==> config.mk <==
export PLATFORM = sky130hd
export DESIGN_NAME = ddpi_top
export DESIGN_NICKNAME = d
export VERILOG_FILES = /design/src/core/ddpi_pkg.sv /design/src/core/ddpi_lane_if.sv /design/src/core/ddpi_sync.sv /design/src/core/ddpi_lane.sv /design/src/core/ddpi_top.sv
export SDC_FILE = /design/constraint.sdc
export NUM_CORES = 1
export LEC_CHECK = 0
export BUFFER_PORTS_ARGS = -buffer_cell sky130_fd_sc_hd__buf_2
export CAP_MARGIN = 20
export CORE_ASPECT_RATIO = 1.5
export CORE_MARGIN = 8
export CORE_UTILIZATION = 38
export DETAILED_ROUTE_END_ITERATION = 7
export PLACE_DENSITY = 0.59
export SYNTH_ARGS = -nofsm -noshare
export SYNTH_HDL_FRONTEND = slang
export SYNTH_SLANG_ARGS = --single-unit
==> constraint.sdc <==
create_clock -name sys_clk -period 5.4 [get_ports sys_clk]
set_input_delay 0.27 -clock sys_clk [delete_from_list [all_inputs] [get_ports sys_clk]]
set_output_delay 0.27 -clock sys_clk [all_outputs]
set_load 0.005 [all_outputs]
==> src/core/ddpi_pkg.sv <==
// shared constants and types for the ddr2 pin interface decoder
package ddpi_pkg;
    localparam int ADDR_W = 13;
    localparam int ROW_W = 12;
    localparam int COL_W = 9;
    localparam int AP_BIT = 10;
    localparam int BANK_W = 2;
    localparam int NUM_BANKS = 4;
    localparam int DQ_W = 16;
    localparam int LANE_W = 8;
    localparam int NUM_LANES = 2;
    localparam int CTL_W = 22;
    localparam int DAT_W = 22;
    localparam int DQS_DIS_BIT = 10;
    localparam logic [BANK_W-1:0] SEL_MODE = 2'h0;
    localparam logic [BANK_W-1:0] SEL_EXT_ONE = 2'h1;
    localparam logic [ADDR_W-1:0] EXT_ONE_RST = 13'h0000;
    localparam logic [3:0] BURST_BEATS = 4'h4;
    localparam logic [3:0] CNT_RST = 4'h0;

    typedef enum logic [2:0] {
        CMD_MODE = 3'h0,
        CMD_REFRESH = 3'h1,
        CMD_PRECHARGE = 3'h2,
        CMD_ACTIVATE = 3'h3,
        CMD_WRITE = 3'h4,
        CMD_READ = 3'h5,
        CMD_RSVD = 3'h6,
        CMD_NOP = 3'h7
    } ddpi_cmd_e;

    typedef enum logic {
        RD_IDLE = 1'b0,
        RD_DRIVE = 1'b1
    } ddpi_rd_e;
endpackage : ddpi_pkg

==> src/core/ddpi_lane_if.sv <==
// byte lane carrier between the decoder and its lane slices
`timescale 1ns/10ps
interface ddpi_lane_if;
    logic [7:0] dq_s;
    logic dqs_s;
    logic dm_s;
    logic rd_en;
    logic wr_en;
    logic rd_beat;
    logic [7:0] rd_byte;
    logic wr_valid;
    logic [7:0] wr_byte;
    logic [7:0] dq_out;
    logic dq_oe;
    logic dqs_out;
    logic dqs_oe;
    modport ctrl (output dq_s, dqs_s, dm_s, rd_en, wr_en, rd_beat, rd_byte,
                  input wr_valid, wr_byte, dq_out, dq_oe, dqs_out, dqs_oe);
    modport lane (input dq_s, dqs_s, dm_s, rd_en, wr_en, rd_beat, rd_byte,
                  output wr_valid, wr_byte, dq_out, dq_oe, dqs_out, dqs_oe);
endinterface : ddpi_lane_if

==> src/core/ddpi_sync.sv <==
// two flop synchroniser for pin inputs
`timescale 1ns/10ps
module ddpi_sync #(
    parameter int W = 1
) (
    input wire logic clk,
    input wire logic rstn,
    input wire logic [W-1:0] d,
    output logic [W-1:0] q
);
    logic [W-1:0] s1_q;
    logic [W-1:0] s2_q;

    always_ff @(posedge clk) begin
        if (!rstn) begin
            s1_q <= '0;
            s2_q <= '0;
        end else begin
            s1_q <= d;
            s2_q <= s1_q;
        end
    end

    assign q = s2_q;
endmodule : ddpi_sync

==> src/core/ddpi_lane.sv <==
// one byte lane: write capture on strobe edges, read drive with strobe
`timescale 1ns/10ps
module ddpi_lane
    import ddpi_pkg::*;
(
    input wire logic clk,
    input wire logic rstn,
    ddpi_lane_if.lane lif
);
    logic dqs_prev_q;
    logic wr_valid_q;
    logic [7:0] wr_byte_q;
    logic [7:0] dq_out_q;
    logic dqs_out_q;
    wire edge_w = lif.dqs_s ^ dqs_prev_q;
    // both strobe edges carry data; a masked byte never shows as valid
    wire take_w = edge_w & lif.wr_en & ~lif.dm_s;

    always_ff @(posedge clk) begin
        if (!rstn) begin
            dqs_prev_q <= 1'b0;
            wr_valid_q <= 1'b0;
            wr_byte_q <= 8'h00;
        end else begin
            dqs_prev_q <= lif.dqs_s;
            wr_valid_q <= take_w;
            if (take_w) begin
                wr_byte_q <= lif.dq_s;
            end
        end
    end

    // strobe flips in the same cycle as the data it marks
    always_ff @(posedge clk) begin
        if (!rstn) begin
            dq_out_q <= 8'h00;
            dqs_out_q <= 1'b0;
        end else if (!lif.rd_en) begin
            dqs_out_q <= 1'b0;
        end else if (lif.rd_beat) begin
            dq_out_q <= lif.rd_byte;
            dqs_out_q <= ~dqs_out_q;
        end
    end

    assign lif.wr_valid = wr_valid_q;
    assign lif.wr_byte = wr_byte_q;
    assign lif.dq_out = dq_out_q;
    assign lif.dqs_out = dqs_out_q;
    assign lif.dq_oe = lif.rd_en;
    assign lif.dqs_oe = lif.rd_en;
endmodule : ddpi_lane

==> src/core/ddpi_top.sv <==
// ddr2 device pin decoder: commands, banks, mode data, strobes, masks
`timescale 1ns/10ps
module ddpi_top
    import ddpi_pkg::*;
(
    input wire logic sys_clk,
    input wire logic rstn,
    input wire logic ck,
    input wire logic cke,
    input wire logic cs_n,
    input wire logic ras_n,
    input wire logic cas_n,
    input wire logic we_n,
    input wire logic [ADDR_W-1:0] addr,
    input wire logic [BANK_W-1:0] bank_sel,
    input wire logic termination_enable_in,
    input wire logic [DQ_W-1:0] data_lanes_in,
    output logic [DQ_W-1:0] data_lanes_out,
    output logic [DQ_W-1:0] data_lanes_oe,
    input wire logic lower_byte_strobe_in,
    output logic lower_byte_strobe_out,
    output logic lower_byte_strobe_oe,
    input wire logic lower_byte_strobe_n_in,
    output logic lower_byte_strobe_n_out,
    output logic lower_byte_strobe_n_oe,
    input wire logic upper_byte_strobe_in,
    output logic upper_byte_strobe_out,
    output logic upper_byte_strobe_oe,
    input wire logic upper_byte_strobe_n_in,
    output logic upper_byte_strobe_n_out,
    output logic upper_byte_strobe_n_oe,
    input wire logic lower_byte_mask,
    input wire logic upper_byte_mask,
    output logic cmd_valid,
    output ddpi_cmd_e cmd_code,
    output logic [BANK_W-1:0] cmd_bank,
    output logic [ROW_W-1:0] row_addr,
    output logic [COL_W-1:0] col_addr,
    output logic autoprecharge_flag,
    output logic mode_reg_load,
    output logic ext_mode_reg_load,
    output logic [ADDR_W-1:0] mode_reg_data,
    output logic [ADDR_W-1:0] ext_mode_reg_one,
    output logic [NUM_BANKS-1:0] bank_open,
    output logic termination_on,
    output logic clocks_active,
    output logic diff_strobe_en,
    output logic rd_beat_req,
    input wire logic [DQ_W-1:0] rd_data,
    output logic [NUM_LANES-1:0] wr_valid,
    output logic [DQ_W-1:0] wr_data
);
    ////////////////////////////////////////////////////////////////////////////
    // pin synchronisers: control and clock share latency so they stay aligned
    logic [CTL_W-1:0] ctl_s;
    logic [DAT_W-1:0] dat_s;

    ddpi_sync #(.W(CTL_W)) u_sync_ctl (
        .clk(sys_clk),
        .rstn(rstn),
        .d({ck, cke, cs_n, ras_n, cas_n, we_n, termination_enable_in, bank_sel, addr}),
        .q(ctl_s)
    );

    ddpi_sync #(.W(DAT_W)) u_sync_dat (
        .clk(sys_clk),
        .rstn(rstn),
        .d({upper_byte_strobe_n_in, upper_byte_strobe_in, upper_byte_mask,
            lower_byte_strobe_n_in, lower_byte_strobe_in, lower_byte_mask, data_lanes_in}),
        .q(dat_s)
    );

    wire ck_s = ctl_s[21];
    wire cke_s = ctl_s[20];
    wire cs_s = ctl_s[19];
    wire odt_s = ctl_s[15];
    wire [BANK_W-1:0] bank_s = ctl_s[14:13];
    wire [ADDR_W-1:0] addr_s = ctl_s[12:0];

    ////////////////////////////////////////////////////////////////////////////
    // command decode
    logic ck_prev_q;
    wire ck_rise_w = ck_s & ~ck_prev_q;
    wire ck_edge_w = ck_s ^ ck_prev_q;
    wire ddpi_cmd_e cmd_w = ddpi_cmd_e'(ctl_s[18:16]);
    // clock enable low at the edge blocks every command; termination and a running read burst still update
    wire take_w = ck_rise_w & cke_s & ~cs_s;
    wire is_act_w = take_w & (cmd_w == CMD_ACTIVATE);
    wire is_pre_w = take_w & (cmd_w == CMD_PRECHARGE);
    wire is_rd_w = take_w & (cmd_w == CMD_READ);
    wire is_rw_w = is_rd_w | (take_w & (cmd_w == CMD_WRITE));
    wire is_mode_w = take_w & (cmd_w == CMD_MODE);
    wire is_ext_one_w = is_mode_w & (bank_s == SEL_EXT_ONE);
    wire [ROW_W-1:0] row_w = addr_s[ROW_W-1:0];
    wire [COL_W-1:0] col_w = addr_s[COL_W-1:0];
    wire ap_w = addr_s[AP_BIT];
    wire [NUM_BANKS-1:0] bank_hot_w = NUM_BANKS'(1) << bank_s;

    // precharge with bit 10 high closes all banks; auto-precharge closes the target
    logic [NUM_BANKS-1:0] bank_open_q;
    wire [NUM_BANKS-1:0] bank_open_d =
        is_act_w ? (bank_open_q | bank_hot_w) :
        is_pre_w ? (ap_w ? '0 : (bank_open_q & ~bank_hot_w)) :
        (is_rw_w & ap_w) ? (bank_open_q & ~bank_hot_w) : bank_open_q;

    logic cmd_valid_q;
    ddpi_cmd_e cmd_code_q;
    logic [BANK_W-1:0] cmd_bank_q;
    logic [ROW_W-1:0] row_q;
    logic [COL_W-1:0] col_q;
    logic ap_q;
    logic mr_load_q;
    logic emr_load_q;
    logic [ADDR_W-1:0] mr_data_q;
    logic [ADDR_W-1:0] emr1_q;
    logic odt_q;
    logic cke_on_q;

    always_ff @(posedge sys_clk) begin
        if (!rstn) begin
            ck_prev_q <= 1'b0;
            cmd_valid_q <= 1'b0;
            mr_load_q <= 1'b0;
            emr_load_q <= 1'b0;
            bank_open_q <= '0;
        end else begin
            ck_prev_q <= ck_s;
            cmd_valid_q <= take_w;
            mr_load_q <= is_mode_w & (bank_s == SEL_MODE);
            emr_load_q <= is_mode_w & (bank_s != SEL_MODE);
            bank_open_q <= bank_open_d;
        end
    end

    // data fields hold until the next command of their kind
    always_ff @(posedge sys_clk) begin
        if (!rstn) begin
            cmd_code_q <= CMD_NOP;
            cmd_bank_q <= '0;
            row_q <= '0;
            col_q <= '0;
            ap_q <= 1'b0;
            mr_data_q <= '0;
        end else if (take_w) begin
            cmd_code_q <= cmd_w;
            cmd_bank_q <= bank_s;
            if (is_act_w) begin
                row_q <= row_w;
            end
            if (is_rw_w) begin
                col_q <= col_w;
                ap_q <= ap_w;
            end
            if (is_mode_w) begin
                mr_data_q <= addr_s;
            end
        end
    end

    always_ff @(posedge sys_clk) begin
        if (!rstn) begin
            emr1_q <= EXT_ONE_RST;
            odt_q <= 1'b0;
            cke_on_q <= 1'b0;
        end else begin
            if (is_ext_one_w) begin
                emr1_q <= addr_s;
            end
            if (ck_rise_w) begin
                odt_q <= odt_s;
                cke_on_q <= cke_s;
            end
        end
    end

    ////////////////////////////////////////////////////////////////////////////
    // read burst: one beat per link clock crossing, both directions
    ddpi_rd_e rd_state_q;
    ddpi_rd_e rd_state_d;
    logic [3:0] rd_cnt_q;
    logic [3:0] rd_cnt_d;
    wire rd_drive_w = (rd_state_q == RD_DRIVE);
    wire rd_beat_w = rd_drive_w & ck_edge_w & (rd_cnt_q < BURST_BEATS) & ~is_rd_w;
    wire rd_done_w = rd_drive_w & ck_edge_w & (rd_cnt_q == BURST_BEATS) & ~is_rd_w;

    // a new read restarts the burst; a deselect cannot restart it, but its link edges still advance the beats
    always_comb begin
        rd_state_d = rd_state_q;
        rd_cnt_d = rd_cnt_q;
        case (rd_state_q)
            RD_IDLE: begin
                if (is_rd_w) begin
                    rd_state_d = RD_DRIVE;
                    rd_cnt_d = CNT_RST;
                end
            end
            RD_DRIVE: begin
                if (is_rd_w) begin
                    rd_cnt_d = CNT_RST;
                end else if (rd_done_w) begin
                    rd_state_d = RD_IDLE;
                end else if (rd_beat_w) begin
                    rd_cnt_d = rd_cnt_q + 4'h1;
                end
            end
            default: begin
                rd_state_d = RD_IDLE;
            end
        endcase
    end

    always_ff @(posedge sys_clk) begin
        if (!rstn) begin
            rd_state_q <= RD_IDLE;
            rd_cnt_q <= CNT_RST;
        end else begin
            rd_state_q <= rd_state_d;
            rd_cnt_q <= rd_cnt_d;
        end
    end

    ////////////////////////////////////////////////////////////////////////////
    // byte lanes
    ddpi_lane_if lane_if [NUM_LANES] ();
    wire diff_w = ~emr1_q[DQS_DIS_BIT];
    // in differential mode a strobe level counts only when its complement disagrees
    wire lo_dqs_w = diff_w ? (dat_s[17] & ~dat_s[18]) : dat_s[17];
    wire up_dqs_w = diff_w ? (dat_s[20] & ~dat_s[21]) : dat_s[20];
    wire [NUM_LANES-1:0] dqs_w = {up_dqs_w, lo_dqs_w};
    wire [NUM_LANES-1:0] dm_w = {dat_s[19], dat_s[16]};

    for (genvar g = 0; g < NUM_LANES; g++) begin : g_lane
        assign lane_if[g].dq_s = dat_s[g*LANE_W +: LANE_W];
        assign lane_if[g].dqs_s = dqs_w[g];
        assign lane_if[g].dm_s = dm_w[g];
        assign lane_if[g].rd_en = rd_drive_w;
        assign lane_if[g].wr_en = ~rd_drive_w;
        assign lane_if[g].rd_beat = rd_beat_w;
        assign lane_if[g].rd_byte = rd_data[g*LANE_W +: LANE_W];
        assign wr_valid[g] = lane_if[g].wr_valid;
        assign wr_data[g*LANE_W +: LANE_W] = lane_if[g].wr_byte;
        assign data_lanes_out[g*LANE_W +: LANE_W] = lane_if[g].dq_out;
        assign data_lanes_oe[g*LANE_W +: LANE_W] = {LANE_W{lane_if[g].dq_oe}};
        ddpi_lane u_lane (
            .clk(sys_clk),
            .rstn(rstn),
            .lif(lane_if[g])
        );
    end

    assign lower_byte_strobe_out = lane_if[0].dqs_out;
    assign lower_byte_strobe_oe = lane_if[0].dqs_oe;
    assign lower_byte_strobe_n_out = ~lane_if[0].dqs_out;
    assign lower_byte_strobe_n_oe = lane_if[0].dqs_oe & diff_w;
    assign upper_byte_strobe_out = lane_if[1].dqs_out;
    assign upper_byte_strobe_oe = lane_if[1].dqs_oe;
    assign upper_byte_strobe_n_out = ~lane_if[1].dqs_out;
    assign upper_byte_strobe_n_oe = lane_if[1].dqs_oe & diff_w;

    assign cmd_valid = cmd_valid_q;
    assign cmd_code = cmd_code_q;
    assign cmd_bank = cmd_bank_q;
    assign row_addr = row_q;
    assign col_addr = col_q;
    assign autoprecharge_flag = ap_q;
    assign mode_reg_load = mr_load_q;
    assign ext_mode_reg_load = emr_load_q;
    assign mode_reg_data = mr_data_q;
    assign ext_mode_reg_one = emr1_q;
    assign bank_open = bank_open_q;
    assign termination_on = odt_q;
    assign clocks_active = cke_on_q;
    assign diff_strobe_en = diff_w;
    assign rd_beat_req = rd_beat_w;
endmodule : ddpi_top

==> results.toml <==
[outcome]
status = "finished, final reports clean"

[setup_path]
crit_start = "lane_if[0].rd_en$_SDFF_PN0_"
worstPathArrival_ps = 2640
cp_max_fo = 35
r2r_cells = 3
endpoint_kind = "output pin"
reg2reg_to = "g_lane[1].u_lane.lif.dq_out[5]$_SDFFE_PN0P_"
timing.reg2reg.setup_slack_ps = 3070
cp.required_ps = 5130
startpoint_type = "flop"
r2r_start = "lane_if[0].rd_en$_SDFF_PN0_"
critical_path.endpoint = "rd_beat_req"
critPathKind = "flop to output pin"

[placement]
gp_congestion = 0.742
numPortBuffers = 183
dp_cells = 1012
hpwl_um = 10800
placed_area_um2 = 7380

[run]
drv_cap = 0

[timing]
slew_viol_final = 0
final.setup.tns_ps = 0
rsz0062_at_grt = "false"
period_minus_slack_ps = 2910
hold_viol_final = 0
tightest_slew_ps = 1060
whs_ps = 43.2
fmax_mhz = 343
clock_skew_ps = 11.8
period_share = 0.539
max_slew_margin = 0.288
setup_viol = 0

[routing]
drt_iter0_drc = 353
wl_per_cell_um = 14.4
dr_total_vias = 4703
vias_per_cell = 4.50
dr.pass1.iters = 4
route.antenna.remaining_nets = 0
wl_um = 15100
drcViolationCount = 0

[clock_network]
cts_buffers = 17
root_buffer = "clkbuf_16"
cts_htree_levels = 4
clockBufferDepth = 2
ctsHoldBuffers = 0
postCtsSetupBuffers = 0
clock_latency_ps = 420
clock_sinks = 194
clk_pin_slew_ps = 80
cts_tree = "yes"
cts_resized = 0

[layout]
area_growth_pct = 22.5
fin_cells = 1044
nNetsFinal = 886
drive_gt1_frac = 0.267
final_area_um2 = 7960
final_common_cell = "dfxtp_1"
mostFrequentLayoutCells = "dfxtp_1 (194), buf_2 (182), nand2_1 (144)"
antenna_cells = 0

[grt]
antenna_found_initial = 1
grt_use_total = 0.139
grt_pass1_vias = 4537
grt_max_degree = 99
grt.overflow.total = 0
grt_pass1_wl_um = 23500

[yosys]
ys.flop_type = "dfxtp_1"
synthCells = 674
yosys_warnings = 0
synth_cell_types = 36
synth-edff-count = 0
yosys_register_bits = 194
ys_seq_area_frac = 0.597
synth_largest_area_cell = "dfxtp_1"
syn_nets = 739
syn-cell-area_um2 = 6500
yosysTopAreaCellShare = 0.597
async_flop_share = 0
avgSynthCellArea_um2 = 9.64
synthTopCellsByArea = "dfxtp_1 (60%), and2_1 (8.6%), nand2_1 (8.3%)"

[power]
clkPwrFrac = 0.435
p_int_mw = 2.13
total_power_mw = 2.79
combPwrFrac = 0.033
pwr-share-seq = 0.531
vdd_drop_max_v = 0.000175
power_density_nw_per_um2 = 351
swShare = 0.237
p_switching_mw = 0.661
p_leak_nw = 3.44

[die]
die_h_um = 176
die_w_um = 123
dieArea_um2 = 21600
initial_core_util = 0.388
num_io_pins = 184
core_area_um2 = 16800
rows = 58

[min_path]
min-delay-path-class = "primary input to flop"
## layer usage
| layer | share of wire | track usage | routed length (um) |
|---|---|---|---|
| met5 | 0.00080 | 0 | 12 |
| met2 | 0.52 | 0.243 | 7790 |
| met1 | 0.39 | 0.149 | 5920 |
| met4 | 0.012 | 0.0484 | 187 |
| met3 | 0.076 | 0.0512 | 1150 |
## cell type report
| type | count | area [um^2] |
|---|---|---|
| timing repair buffer | 185 | 933 |
| inverter | 9 | 33.8 |
| clock buffer | 17 | 425 |
| fill | 1650 | 8800 |
| multi-input combinational | 414 | 2260 |
| clock inverter | 15 | 158 |
| sequential | 194 | 3880 |
| tap | 210 | 263 |
## synth_stat cells, types with 3 or more instances
cell,instances
inv_1,8
clkbuf_1,23
and3b_1,3
xnor2_1,3
nor3_1,4
nand3_1,26
nand2b_1,3
and2_1,89
buf_2,9
nor2b_1,4
buf_4,22
dfxtp_1,194
nor2_1,20
a21oi_1,46
o21ai_0,16
and3_1,6
nand2_1,144
ha_1,3
mux2i_1,28
## metrics by stage
step,setup WS (ps),utilization
global placement,2960,0.440
floorplan,3490,-
CTS,2410,0.475
detailed placement,2880,0.440
finish,2490,0.475
global route,2230,0.475
## cells by family after synthesis
kind of cell	after synthesis	synth area share
xor+xnor	3	0.00404
flops	194	0.597
fa+ha+maj	3	0.00578
buf+inv	66	0.0551
compound gates	71	0.0610
simple gates	309	0.233
mux	28	0.0431
## worst min-delay path by stage
stage	startpoint	endpoint	slack, ps	cells past startpoint
4_1_cts	data_lanes_in[14]	u_sync_dat.s1_q[14]$_SDFF_PN0_	20	2
6_report	data_lanes_in[13]	u_sync_dat.s1_q[13]$_SDFF_PN0_	40	2
3_3_place_gp	u_sync_dat.s1_q[11]$_SDFF_PN0_	u_sync_dat.q[11]$_SDFF_PN0_	410	1
2_1_floorplan	addr[0]	u_sync_ctl.s1_q[0]$_SDFF_PN0_	400	1
5_1_grt	data_lanes_in[10]	u_sync_dat.s1_q[10]$_SDFF_PN0_	20	2
3_5_place_dp	u_sync_dat.s1_q[18]$_SDFF_PN0_	u_sync_dat.q[18]$_SDFF_PN0_	420	1
## registers in the layout (all words and copies together), names as in the netlist, 2 cells and up
name                        flops
u_sync_ctl.q                   22
u_sync_ctl.s1_q                22
u_sync_dat.q                   22
u_sync_dat.s1_q                22
g_lane.u_lane.lif.dq_out       16
g_lane.u_lane.lif.wr_byte      16
ext_mode_reg_one               13
mode_reg_data                  13
row_addr                       12
col_addr                        9
bank_open                       4
rd_cnt_q                        4
cmd_code                        3
cmd_bank                        2
g_lane.u_lane.dqs_prev_q        2
g_lane.u_lane.lif.dqs_out       2
g_lane.u_lane.lif.wr_valid      2
## power groups by stage
stage	Clock, mW	Sequential [mW]	Combinational (mW)
2_1_floorplan	0	1.51	0.0578
3_3_place_gp	0	1.52	0.0945
3_5_place_dp	0	1.52	0.0961
4_1_cts	1.26	1.48	0.0963
5_1_grt	1.32	1.49	0.106
6_report	1.22	1.48	0.0934
## worst max-delay path, cell delays in order, from the launching register on
cell	delay (ps)
dfxtp_1	810
nor4b_4	440
a21boi_4	730
buf_2	240
No activity file was read; power rests on OpenSTA's default activity.
